--- config.mk ---
export PLATFORM = sky130hd
export DESIGN_NAME = dio_ports
export DESIGN_NICKNAME = d
export VERILOG_FILES = /design/src/rtl/dio_pkg.sv /design/src/rtl/dio_ports.sv
export SDC_FILE = /design/constraint.sdc
export NUM_CORES = 1
export LEC_CHECK = 0
export ABC_CLOCK_PERIOD_IN_PS = 5300
export BUFFER_PORTS_ARGS = -buffer_cell sky130_fd_sc_hd__buf_2
export CAP_MARGIN = 20
export CORE_ASPECT_RATIO = 2
export CORE_MARGIN = 1
export CORE_UTILIZATION = 55
export DETAILED_ROUTE_END_ITERATION = 6
export PLACE_DENSITY_LB_ADDON = 0.2
export SYNTH_ARGS = -nofsm -noshare
export SYNTH_HDL_FRONTEND = slang
export SYNTH_SLANG_ARGS = --single-unit
export TNS_END_PERCENT = 50
--- constraint.sdc ---
create_clock -name clk_in -period 5.3 [get_ports clk_in]
set_input_delay 0.53 -clock clk_in [delete_from_list [all_inputs] [get_ports clk_in]]
set_output_delay 0.53 -clock clk_in [all_outputs]
set_load 0.005 [all_outputs]
--- src/rtl/dio_pkg.sv ---
// package for the memory-mapped digital port block
package dio_pkg;

    // data memory addresses of the port block
    localparam logic [11:0] DIO_PORT0_ADDR  = 12'hff0;
    localparam logic [11:0] DIO_PORT8_ADDR  = 12'hff8;
    localparam logic [11:0] DIO_DIR_A_ADDR  = 12'hfe8;
    localparam logic [11:0] DIO_DIR_B_ADDR  = 12'hfea;
    localparam logic [11:0] DIO_DIR_C_ADDR  = 12'hfec;
    localparam logic [3:0]  DIO_IO_BANK     = 4'hf;
    localparam logic [7:0]  DIO_DIR_RESET   = 8'h00;
    localparam logic [3:0]  DIO_LATCH_RESET = 4'h0;
    localparam int          DIO_NPORTS      = 9;
    localparam int          DIO_FILT_CYCLES = 4;

    typedef enum logic [2:0]
    {
        DIO_OP_NONE  = 3'b000,
        DIO_OP_READ  = 3'b001,
        DIO_OP_WRITE = 3'b010,
        DIO_OP_XCH   = 3'b011,
        DIO_OP_INC   = 3'b100,
        DIO_OP_BSET  = 3'b101,
        DIO_OP_BCLR  = 3'b110,
        DIO_OP_BTCLR = 3'b111
    } dio_op_t;

    // one cpu data memory request
    typedef struct packed
    {
        dio_op_t     op;
        logic        wide;
        logic        bit_mode;
        logic        indirect;
        logic [11:0] addr;
        logic [1:0]  bit_num;
        logic [1:0]  l_low;
        logic [7:0]  wdata;
    } dio_req_t;

endpackage : dio_pkg

--- src/rtl/dio_ports.sv ---
// memory-mapped digital i/o ports 0 to 8 with direction groups
// Contract
// - direction bit 0 means input with buffer off, 1 means output driven.
// - group a holds one direction bit per pin of ports 3 and 6.
// - group b sets ports 2, 4, 5, 7 with one bit per port.
// - group c sets both port 8 pins with one bit.
// - entering output mode drives current latch at once; load latch first.
// - direction groups are written as whole bytes by byte writes.
// - reset clears all direction bits, every port starts as input.
// - reset clears output latches of ports 2 to 8.
// - ports 0 and 1 pins readable at any time.
// - ports 4-5 and 6-7 pair into one byte for wide access.
// - reads return pins in input mode, latch in output mode.
// - nibble or byte writes update latch; pins show it only when output.
// - exchange in input mode returns pins, stores cpu value in latch.
// - increment in input mode stores pin value plus one into latch.
// - bit ops in input mode rewrite addressed bit; others may change.
// - exchange in output mode returns latch and loads cpu value.
// - increment in output mode adds one to latch and drives it.
// - bit write in output mode changes only the addressed latch bit.
// - bit accesses reach ports regardless of bank enable and select.
// - indirect bit access takes low address and bit number from l bits.
// - port1_pin0 feeds the vectored interrupt input through a noise filter.
// - all port registers sit in data memory space.
`timescale 1ns/1ps
`default_nettype none

module dio_ports
    import dio_pkg::*;
#(
    parameter int FILT_CYCLES = DIO_FILT_CYCLES
)
(
    // clock and reset
    input  wire logic        clk_in,
    input  wire logic        reset_in,
    input  wire logic        clk_en_in,
    // cpu data memory access
    input  wire dio_req_t    req_in,
    input  wire logic        bank_enable_flag_in,
    input  wire logic [3:0]  bank_select_value_in,
    output logic             hit_out,
    output logic [7:0]       rdata_out,
    output logic             bit_out,
    // pins
    input  wire logic [35:0] pin_in,
    output logic      [35:0] pin_out,
    output logic      [35:0] pin_oe_n_out,
    // filtered vectored interrupt input
    output logic             ext_irq_level_out
);

    // latch and direction state
    logic [3:0]  latch_q [DIO_NPORTS];
    logic [3:0]  latch_d [DIO_NPORTS];
    logic [7:0]  dir_a_q;
    logic [7:0]  dir_b_q;
    logic [7:0]  dir_c_q;
    logic [7:0]  dir_a_d;
    logic [7:0]  dir_b_d;
    logic [7:0]  dir_c_d;

    // per-port views
    logic [3:0]  dir_p   [DIO_NPORTS];
    logic [3:0]  view    [DIO_NPORTS];
    logic [3:0]  pins    [DIO_NPORTS];

    // request decode
    logic [11:0] eff_addr;
    logic [3:0]  port_idx;
    logic [1:0]  bsel;
    logic        in_ports;
    logic        bank_ok;
    logic        port_hit;
    logic        dir_hit;
    logic [3:0]  nib_r;
    logic [3:0]  nib_hi_r;
    logic        pair_ok;
    logic        dir_wr;
    logic        latch_wr;

    // answer to the cpu
    logic [7:0]  rdata_d;
    logic        bit_d;
    logic        hit_d;

    // interrupt pin filter
    logic [2:0]  filt_cnt_q;
    logic [2:0]  filt_cnt_d;
    logic        filt_q;
    logic        filt_d;

    // per-pin direction from the three groups
    always_comb
    begin
        for (int p = 0; p < DIO_NPORTS; p++)
        begin
            dir_p[p] = 4'h0;
        end
        dir_p[3] = dir_a_q[3:0];
        dir_p[6] = dir_a_q[7:4];
        dir_p[2] = {4{dir_b_q[2]}};
        dir_p[4] = {4{dir_b_q[4]}};
        dir_p[5] = {4{dir_b_q[5]}};
        dir_p[7] = {4{dir_b_q[7]}};
        // port 8 has only two pins; the upper two never drive
        dir_p[8] = {2'b00, {2{dir_c_q[0]}}};
    end

    // pin drive: latch always on pin_out, enable from direction
    always_comb
    begin
        for (int p = 0; p < DIO_NPORTS; p++)
        begin
            for (int b = 0; b < 4; b++)
            begin
                pin_out[p*4+b]      = latch_q[p][b];
                pin_oe_n_out[p*4+b] = ~dir_p[p][b];
            end
        end
    end

    // read view per bit; ports 0 and 1 have no direction, so always pins
    always_comb
    begin
        for (int p = 0; p < DIO_NPORTS; p++)
        begin
            pins[p] = pin_in[p*4 +: 4];
            for (int b = 0; b < 4; b++)
            begin
                view[p][b] = dir_p[p][b] ? latch_q[p][b] : pins[p][b];
            end
        end
    end

    // address decode; bit accesses ignore the bank settings
    always_comb
    begin
        eff_addr = req_in.addr;
        bsel     = req_in.bit_num;
        // indirect bit access replaces the low address bits as well
        if (req_in.bit_mode && req_in.indirect)
        begin
            eff_addr = {req_in.addr[11:2], req_in.l_low};
            bsel     = req_in.l_low;
        end
        in_ports = (eff_addr >= DIO_PORT0_ADDR) && (eff_addr <= DIO_PORT8_ADDR);
        port_idx = eff_addr[3:0];
        bank_ok  = req_in.bit_mode || !bank_enable_flag_in
                   || (bank_select_value_in == DIO_IO_BANK);
        pair_ok  = !req_in.wide || (port_idx == 4'd4) || (port_idx == 4'd6);
        port_hit = (req_in.op != DIO_OP_NONE) && in_ports && bank_ok && pair_ok;
        dir_hit  = (req_in.op != DIO_OP_NONE) && !req_in.bit_mode && req_in.wide && bank_ok
                   && ((req_in.addr == DIO_DIR_A_ADDR) || (req_in.addr == DIO_DIR_B_ADDR)
                       || (req_in.addr == DIO_DIR_C_ADDR));
        dir_wr   = dir_hit && (req_in.op == DIO_OP_WRITE);
        latch_wr = port_hit && (port_idx >= 4'd2);
        hit_d    = port_hit || dir_hit;
    end

    // operand nibbles; the upper one only matters for paired access
    always_comb
    begin
        nib_r    = in_ports ? view[port_idx] : 4'h0;
        nib_hi_r = (in_ports && port_idx < 4'd8) ? view[port_idx + 4'd1] : 4'h0;
    end

    // read data and bit result
    always_comb
    begin
        rdata_d = 8'h00;
        bit_d   = 1'b0;
        if (port_hit)
        begin
            rdata_d = req_in.wide ? {nib_hi_r, nib_r} : {4'h0, nib_r};
            bit_d   = nib_r[bsel];
        end
        else if (dir_hit)
        begin
            // direction groups read back exactly as written
            unique case (req_in.addr)
                DIO_DIR_A_ADDR: rdata_d = dir_a_q;
                DIO_DIR_B_ADDR: rdata_d = dir_b_q;
                default:        rdata_d = dir_c_q;
            endcase
        end
    end

    // answers from flip-flops one cycle after the request
    // registered so the cpu sees a word that cannot glitch with the pins
    always_ff @(posedge clk_in)
    begin
        if (reset_in)
        begin
            hit_out   <= 1'b0;
            rdata_out <= 8'h00;
            bit_out   <= 1'b0;
        end
        else if (clk_en_in)
        begin
            hit_out   <= hit_d;
            rdata_out <= rdata_d;
            bit_out   <= bit_d;
        end
    end

    // direction groups, byte-wide writes only
    always_ff @(posedge clk_in)
    begin
        if (reset_in)
        begin
            dir_a_q <= DIO_DIR_RESET;
            dir_b_q <= DIO_DIR_RESET;
            dir_c_q <= DIO_DIR_RESET;
        end
        else if (clk_en_in)
        begin
            dir_a_q <= dir_a_d;
            dir_b_q <= dir_b_d;
            dir_c_q <= dir_c_d;
        end
    end

    // next direction groups; nibble writes cannot reach them
    always_comb
    begin
        dir_a_d = dir_a_q;
        dir_b_d = dir_b_q;
        dir_c_d = dir_c_q;
        if (dir_wr)
        begin
            unique case (req_in.addr)
                DIO_DIR_A_ADDR: dir_a_d = req_in.wdata;
                DIO_DIR_B_ADDR: dir_b_d = req_in.wdata;
                default:        dir_c_d = req_in.wdata;
            endcase
        end
    end

    // output latches; ports 0 and 1 are input only, their latches stay idle
    always_ff @(posedge clk_in)
    begin
        if (reset_in)
        begin
            for (int p = 0; p < DIO_NPORTS; p++)
            begin
                latch_q[p] <= DIO_LATCH_RESET;
            end
        end
        else if (clk_en_in)
        begin
            for (int p = 0; p < DIO_NPORTS; p++)
            begin
                latch_q[p] <= latch_d[p];
            end
        end
    end

    // next latch values; the array holds unless this cycle writes it
    always_comb
    begin
        for (int p = 0; p < DIO_NPORTS; p++)
        begin
            latch_d[p] = latch_q[p];
        end
        if (latch_wr)
        begin
            unique case (req_in.op)
                DIO_OP_WRITE, DIO_OP_XCH:
                begin
                    latch_d[port_idx] = req_in.wdata[3:0];
                    // paired access puts the high nibble in the odd port
                    if (req_in.wide)
                    begin
                        latch_d[port_idx + 4'd1] = req_in.wdata[7:4];
                    end
                end
                DIO_OP_INC:
                begin
                    // nibble-wide increment; the carry out is dropped
                    latch_d[port_idx] = nib_r + 4'h1;
                end
                // input mode: other bits reload from pins, a permitted undefined
                DIO_OP_BSET, DIO_OP_BCLR, DIO_OP_BTCLR:
                begin
                    for (int b = 0; b < 4; b++)
                    begin
                        if (b == int'(bsel))
                        begin
                            latch_d[port_idx][b] = (req_in.op == DIO_OP_BSET);
                        end
                        else if (!dir_p[port_idx][b])
                        begin
                            latch_d[port_idx][b] = pins[port_idx][b];
                        end
                    end
                end
                default:
                begin
                end
            endcase
        end
    end

    // noise filter: level must hold for FILT_CYCLES before passing;
    // the 3-bit count limits FILT_CYCLES to 8
    always_ff @(posedge clk_in)
    begin
        if (reset_in)
        begin
            filt_cnt_q <= 3'd0;
            filt_q     <= 1'b0;
        end
        else if (clk_en_in)
        begin
            filt_cnt_q <= filt_cnt_d;
            filt_q     <= filt_d;
        end
    end

    // a glitch shorter than the window restarts the count, never flips the level
    always_comb
    begin
        filt_cnt_d = filt_cnt_q + 3'd1;
        filt_d     = filt_q;
        if (pin_in[4] == filt_q)
        begin
            filt_cnt_d = 3'd0;
        end
        else if (filt_cnt_q == 3'(FILT_CYCLES - 1))
        begin
            filt_d     = pin_in[4];
            filt_cnt_d = 3'd0;
        end
    end

    assign ext_irq_level_out = filt_q;

endmodule : dio_ports

`default_nettype wire

==> impl_metrics.json, run 1 <==
{
  "grtUsageMet3_pct": 25.94,
  "path_class": "in2reg",
  "fp.dieW_um": 82.49,
  "htreeDepth": 3,
  "grt_max_degree": 45,
  "cp.arrival_ns": 3.99,
  "hold_viol_final": 0,
  "syn_area_sq_um": 7127,
  "fmax_ghz": 0.2567,
  "endpoint_kind": "flip-flop",
  "synth_top_area_share_pct": 15.17,
  "synth_fa_ha_area_share_pct": 0.3511,
  "setup_viol": 0,
  "post_cts_buffers": 0,
  "busiest_layer": "met2",
  "async_flop_share_pct": 0,
  "vias": 8749,
  "synth_top_cell_by_area": "edfxtp_1",
  "cts-root-buf": "clkbuf_16",
  "worst_pin_slew_ns": 1.187,
  "ant_nets": 0,
  "cts_tree": "yes",
  "synth.area.top_cells": "edfxtp_1 15%, dfxtp_1 11%, mux2i_1 7.2%",
  "period_needed_ns": 3.896,
  "antenna_found_initial": 2,
  "rsz0062_at_grt": "no",
  "synth_cell_type_count": 86,
  "ys_ff_latch": 74,
  "multi_input_area_sq_um": 4740,
  "grt.overflow.total": 0,
  "drtIter0Drc": 1164,
  "slew_viol_final": 0,
  "synth.mux.area_fraction_pct": 11.43,
  "max_stage_delay_ns": 0.62,
  "drt_pass1_iterations": 7,
  "clkSinkCount": 74,
  "clock_path_buffers": 2,
  "syn_avg_cell_area_sq_um": 7.590,
  "met2_usage_pct": 80.17,
  "synth_warnings": 0,
  "avgViaCountPerCell": 7.352,
  "gp_congestion": 1.052,
  "power.density_nw_per_um2": 219.6,
  "start_kind": "input pin",
  "grt_pass1_vias": 8360,
  "fillers": 1236,
  "cp_max_fo": 30,
  "grtUsageTotal_pct": 54.24,
  "required_ns": 5.39,
  "routed_wl_um": 34440,
  "fin_skew_ns": 0.01399,
  "synth_common_cells": "106 x nand2_1, 97 x nor2_1, 78 x a21oi_1",
  "grt_pass1_wl_um": 51720,
  "drcViolationCount": 0,
  "drv_cap": 0,
  "cts-resized-gates": 0,
  "numPortBuffers": 146,
  "hold_buffers": 0,
  "synth_edf_count": 36,
  "ys_seq_area_share_pct": 25.84,
  "die-area_sq_um": 13440,
  "synth_top_family_by_area": "compound AO/OA/AOI/OAI gates",
  "die_y_um": 163.0,
  "synth_compound_area_share_pct": 31.60,
  "routedWlPerCell_um": 28.94,
  "seq_area_sq_um": 1842,
  "layout-drive-gt1-share_pct": 22.62,
  "row_count": 58,
  "hold_path_class": "reg2reg",
  "slew_headroom_pct": 20.85,
  "yosys.area_share.xor_xnor_pct": 0.8427,
  "io_pins": 157,
  "status": "completed",
  "clkLatencyLatePin_ns": 0.35,
  "use_met1_pct": 53.87,
  "critical-path-slowest-cell": "nor4_1",
  "coreArea_sq_um": 12630,
  "ys.flop_type": "dfxtp_1",
  "critical_path.top_delay_family": "simple AND/OR/NAND/NOR gates",
  "numCtsBuffers": 9,
  "syn_inst": 939,
  "path_clk_slew_ns": 0.07,
  "area_growth_syn_to_layout_pct": 13.90,
  "cp_num_buf_inv": 1,
  "ir_worst_vdd_uv": 263.1,
  "whs_ns": 0.4718,
  "min_period_over_period_pct": 73.51,
  "initial_core_util_pct": 56.44,
  "dp_hpwl_um": 25130,
  "path_cells": "buf_2 -> a21bo_2 -> nand2_2 -> mux2i_1 -> o22ai_1 -> nor4_1 -> ha_1 -> and3_1 -> a21oi_1 -> o22ai_1 -> o21ai_0 -> o21ai_0",
  "setup_tns_ns": 0,
  "p_leak_uw": 0.003094,
  "nets": 1110,
  "synthSimpleGateAreaFrac_pct": 21.63,
  "synth_most_common_cell": "nand2_1"
}
==> cell families (layout without fill, tap and decap cells) <==
family	after synthesis	count (layout)
AOI/OAI and AO/OA	332	332
xor gates and xnor gates	6	6
adders and majority gates	2	2
buffers and inverters	125	216
DFF	74	74
muxes	72	72
other	1	11
and+or+nand+nor	327	327
==> worst paths after layout <==
kind / from / endpoint / slack [ns] / cells after the start
hold / removal: filt_cnt_q[1]$_SDFFE_PP0P_ / filt_cnt_q[1]$_SDFFE_PP0P_ / 0.47 / 2
hold reg to reg: filt_cnt_q[1]$_SDFFE_PP0P_ / filt_cnt_q[1]$_SDFFE_PP0P_ / 0.47 / 2
setup reg to reg: dir_b_q[2]$_SDFFE_PP0P_ / latch_q[0][15]$_SDFFCE_PN0P_ / 1.85 / 6
setup / recovery: req_in[13] / latch_q[0][13]$_SDFFCE_PN0P_ / 1.40 / 12
==> stage by stage <==
step | utilization [%] | setup slack, ns | area [sq um] | std cells | power [uW]
floorplan | - | 1.940 | 7161 | 948 | 903.1
global placement | 61.65 | 1.324 | 7785 | 1172 | 1075
detailed placement | 61.65 | 1.255 | 7785 | 1172 | 1076
CTS | 64.16 | 1.592 | 8102 | 1188 | 1746
global route | 64.27 | 1.264 | 8115 | 1189 | 1822
finish | 64.29 | 1.404 | 8118 | 1190 | 1783
==> layout by cell type (no fill, tap or decap), drive strengths merged, types with 8 or more instances in the layout <==
| cell | netlist | routed |
|---|---|---|
| a221oi | 10 | 10 |
| a22oi | 8 | 8 |
| nor2 | 100 | 100 |
| o21ai | 71 | 71 |
| a31oi | 19 | 19 |
| conb | 1 | 10 |
| and3 | 9 | 9 |
| a21oi | 78 | 78 |
| o22ai | 13 | 13 |
| nand2b | 11 | 11 |
| nand3 | 42 | 42 |
| buf | 35 | 169 |
| inv | 30 | 32 |
| dfxtp | 38 | 38 |
| nor3 | 14 | 14 |
| a211oi | 12 | 12 |
| o221ai | 16 | 16 |
| clkbuf | 60 | 10 |
| o31ai | 12 | 12 |
| and2 | 8 | 8 |
| edfxtp | 36 | 36 |
| o211ai | 31 | 31 |
| mux2 | 15 | 15 |
| mux2i | 51 | 51 |
| nand2 | 108 | 108 |
==> final cells by class <==
| type | count | area share, % |
|---|---|---|
| multi-input cells | 749 | 58.38 |
| flip-flops and latches | 74 | 22.69 |
| repair buffers | 170 | 11.30 |
| clock buffers | 9 | 2.774 |
| well taps | 150 | 2.312 |
| inverters | 30 | 1.387 |
| clock inverters | 7 | 1.125 |
| diodes | 1 | 0.03083 |
==> tightest hold or removal path, delay by kind of cell, from the launching register on <==
| kind | cells | cell delay, ns |
|---|---|---|
| DFF | 1 | 0.31 |
| and+or+nand+nor | 1 | 0.06 |
| AOI/OAI and AO/OA | 1 | 0.05 |
==> where the power goes <==
part | switching [uW] | total, uW | leakage (uW) | internal [uW]
Clock | 272 | 685 | 0.000160 | 413
Sequential | 27.6 | 650 | 0.000678 | 622
Combinational | 305 | 448 | 0.00226 | 143
Total | 604 | 1780 | 0.00309 | 1180
==> routing by layer <==
| metal | vias to the layer above | part of all wire, % |
|---|---|---|
| met5 | - | 0 |
| met4 | 0 | 13 |
| met3 | 309 | 12 |
| met2 | 785 | 45 |
| met1 | 3964 | 30 |
| li1 | 3691 | - |
==> registers in the layout, summed over array words and instances (netlist names) <==
name and cells:
bit_out 1, hit_out 1, dir_c_q 8, rdata_out 8, ext_irq_level_out 1, latch_q 36, dir_b_q 8, dir_a_q 8
filt_cnt_q 3
Note: power is estimated with default switching activity, not from simulation.
==> run 2, diff against run 1 <==
- ABC_CLOCK_PERIOD_IN_PS: 5300 -> 3870
- clock period: 5.3 -> 3.87 ns (I/O delays scaled with it)
==> run 2 against run 1 <==
Effect of this change: die area unchanged; via count up 1.6%; critical path depth down 3; hold slack worse by 0.20 ns; utilization up 1.5 points; sequential power up 36%; non-clock buffer count up 27; combinational power up 40%; register-to-register slack worse by 1.2 ns; count of clock-buffer cells in the layout unchanged; sequential share of layout area down 0.50 points; flip-flop and latch count unchanged; critical endpoint is now latch_q[0][7]$_SDFFCE_PN0P_.
==> impl_metrics.json, run 2 (synthesized netlist as in run 1, its figures left out) <==
{
  "status": "completed",
  "fin_skew_ns": 0.01522,
  "clkSinkCount": 74,
  "mostFrequentLayoutCells": "146 x buf_2, 106 x nand2_1, 97 x nor2_1",
  "setup_tns_ns": 0,
  "setup_ws_ns": 0.4103,
  "largest_register": "latch_q",
  "slew_viol_final": 0,
  "worst_pin_slew_ns": 1.253,
  "numPortBuffers": 146,
  "path_clk_slew_ns": 0.06,
  "numCtsBuffers": 9,
  "min_path_cells": 2,
  "period_needed_ns": 3.460,
  "grt_pass1_vias": 8563,
  "nets": 1137,
  "rsz0062_at_grt": "no",
  "drv_cap": 0,
  "hold_end": "dir_a_q[2]$_SDFFE_PP0P_",
  "cts-resized-gates": 0,
  "dr_wl_met2_um": 15910,
  "power_frac_clock_pct": 36.7,
  "hold_path_class": "in2reg",
  "cts-root-buf": "clkbuf_16",
  "avgViaCountPerCell": 7.313,
  "start_kind": "input pin",
  "required_ns": 3.94,
  "wirelength_met1_um": 10580,
  "antenna_found_initial": 1,
  "area_growth_syn_to_layout_pct": 16.49,
  "reg2reg_depth": 10,
  "grt_max_degree": 45,
  "seq_power_share_pct": 37.0,
  "initial_core_util_pct": 56.44,
  "drt_pass1_iterations": 7,
  "min_period_over_period_pct": 89.40,
  "post_cts_buffers": 0,
  "fmax_ghz": 0.2890,
  "combPwrFrac_pct": 26.2,
  "clkLatencyLatePin_ns": 0.36,
  "cp.arrival_ns": 3.53,
  "grt_pass1_wl_um": 53700,
  "reg2reg_to": "latch_q[0][13]$_SDFFCE_PN0P_",
  "die_y_um": 163.0,
  "final_common_cell": "buf_2",
  "ir_worst_vdd_uv": 246.7,
  "grtUsageTotal_pct": 56.41,
  "cts_tree": "yes",
  "drtIter0Drc": 1125,
  "path_class": "in2reg",
  "hold_viol_final": 0,
  "coreArea_sq_um": 12630,
  "wl_met3_um": 4216,
  "htreeDepth": 3,
  "power_switching_uw": 828.7,
  "vias": 8892,
  "ant_nets": 0,
  "routedWlPerCell_um": 29.05,
  "slew_headroom_pct": 14.29,
  "antenna_cells": 0,
  "hold_buffers": 0,
  "cp_max_fo": 17,
  "swShare_pct": 34.61,
  "largest_reg_flops": 36,
  "hp-start": "reset_in",
  "p_leak_uw": 0.003218,
  "power.density_nw_per_um2": 288.4,
  "top_layer": "met4",
  "row_count": 58,
  "drcViolationCount": 0,
  "routed_wl_um": 35330,
  "setup_viol": 0,
  "io_pins": 157,
  "gp_congestion": 1.062,
  "die-area_sq_um": 13440,
  "clock_path_buffers": 2,
  "dp_slack_ns": 0.5198,
  "dp_hpwl_um": 26520,
  "grt.overflow.total": 0,
  "fillers": 1186,
  "p_int_uw": 1566,
  "fp.dieW_um": 82.49,
  "worstReg2RegStart": "dir_b_q[2]$_SDFFE_PP0P_",
  "layout-drive-gt1-share_pct": 24.48,
  "worst-r2r-setup-slack_ns": 0.70,
  "endpoint_kind": "flip-flop"
}
==> run 2: changes by cell type in the layout (fill, tap and decap cells not counted), sizes merged <==
cell,change
clkinv,+1
buf,+28
clkbuf,-1
diode,-1
bufinv,-1
==> run 2: layout make-up <==
| class | count | area [sq um] | area share (%) |
|---|---|---|---|
| multi-input cells | 749 | 4733 | 57.02 |
| flip-flops and latches | 74 | 1842 | 22.19 |
| repair buffers | 197 | 1126 | 13.56 |
| clock buffers | 9 | 225.2 | 2.713 |
| well taps | 150 | 187.7 | 2.261 |
| inverters | 30 | 112.6 | 1.356 |
| clock inverters | 7 | 75.07 | 0.9043 |
==> run 2: stage by stage <==
| step | util, % | instances | total power [uW] | hold WS [ns] | area, sq um |
|---|---|---|---|---|---|
| after floorplan | - | 948 | 1237 | 0.4498 | 7161 |
| after global placement | 63.37 | 1200 | 1484 | 0.4576 | 8001 |
| after detailed placement | 63.37 | 1200 | 1484 | 0.4668 | 8001 |
| after CTS | 65.75 | 1216 | 2343 | 0.2715 | 8302 |
| after global routing | 65.75 | 1216 | 2450 | 0.2831 | 8302 |
| final | 65.75 | 1216 | 2394 | 0.2723 | 8302 |
==> run 2: power groups by stage <==
stage / Clock, uW / Combinational (uW) / Sequential, uW
after floorplan: 0 / 346 / 890
after global placement: 0 / 583 / 901
after detailed placement: 0 / 584 / 901
after CTS: 873 / 586 / 884
after global routing: 903 / 660 / 888
final: 880 / 628 / 887
==> run 2: how the worst max path moves through the flow <==
| stage | startpoint | to | slack [ns] |
|---|---|---|---|
| 6_report | req_in[25] | latch_q[0][7]$_SDFFCE_PN0P_ | 0.41 |
| 5_1_grt | req_in[25] | latch_q[0][7]$_SDFFCE_PN0P_ | 0.37 |
| 4_1_cts | dir_b_q[2]$_SDFFE_PP0P_ | latch_q[0][13]$_SDFFCE_PN0P_ | 0.77 |
| 3_5_place_dp | req_in[25] | latch_q[0][13]$_SDFFCE_PN0P_ | 0.52 |
| 3_3_place_gp | req_in[24] | latch_q[0][13]$_SDFFCE_PN0P_ | 0.56 |
| 2_1_floorplan | req_in[14] | latch_q[0][0]$_SDFFCE_PN0P_ | 0.65 |
==> run 2: routing by layer <==
metal	vias up	global-route usage [%]
met5	-	0
met2	772	82.53
met1	4044	56.45
li1	3752	-
met4	0	54.15
met3	324	26.55
==> run 2: critical path: stages <==
cell and delay [ns]:
buf_2 0.24, nand3_1 0.21, nand2_2 0.37, mux2i_1 0.33, a2bb2oi_1 0.68, and3_1 0.61
nor3_1 0.10, a2111oi_0 0.44, a221oi_1 0.14
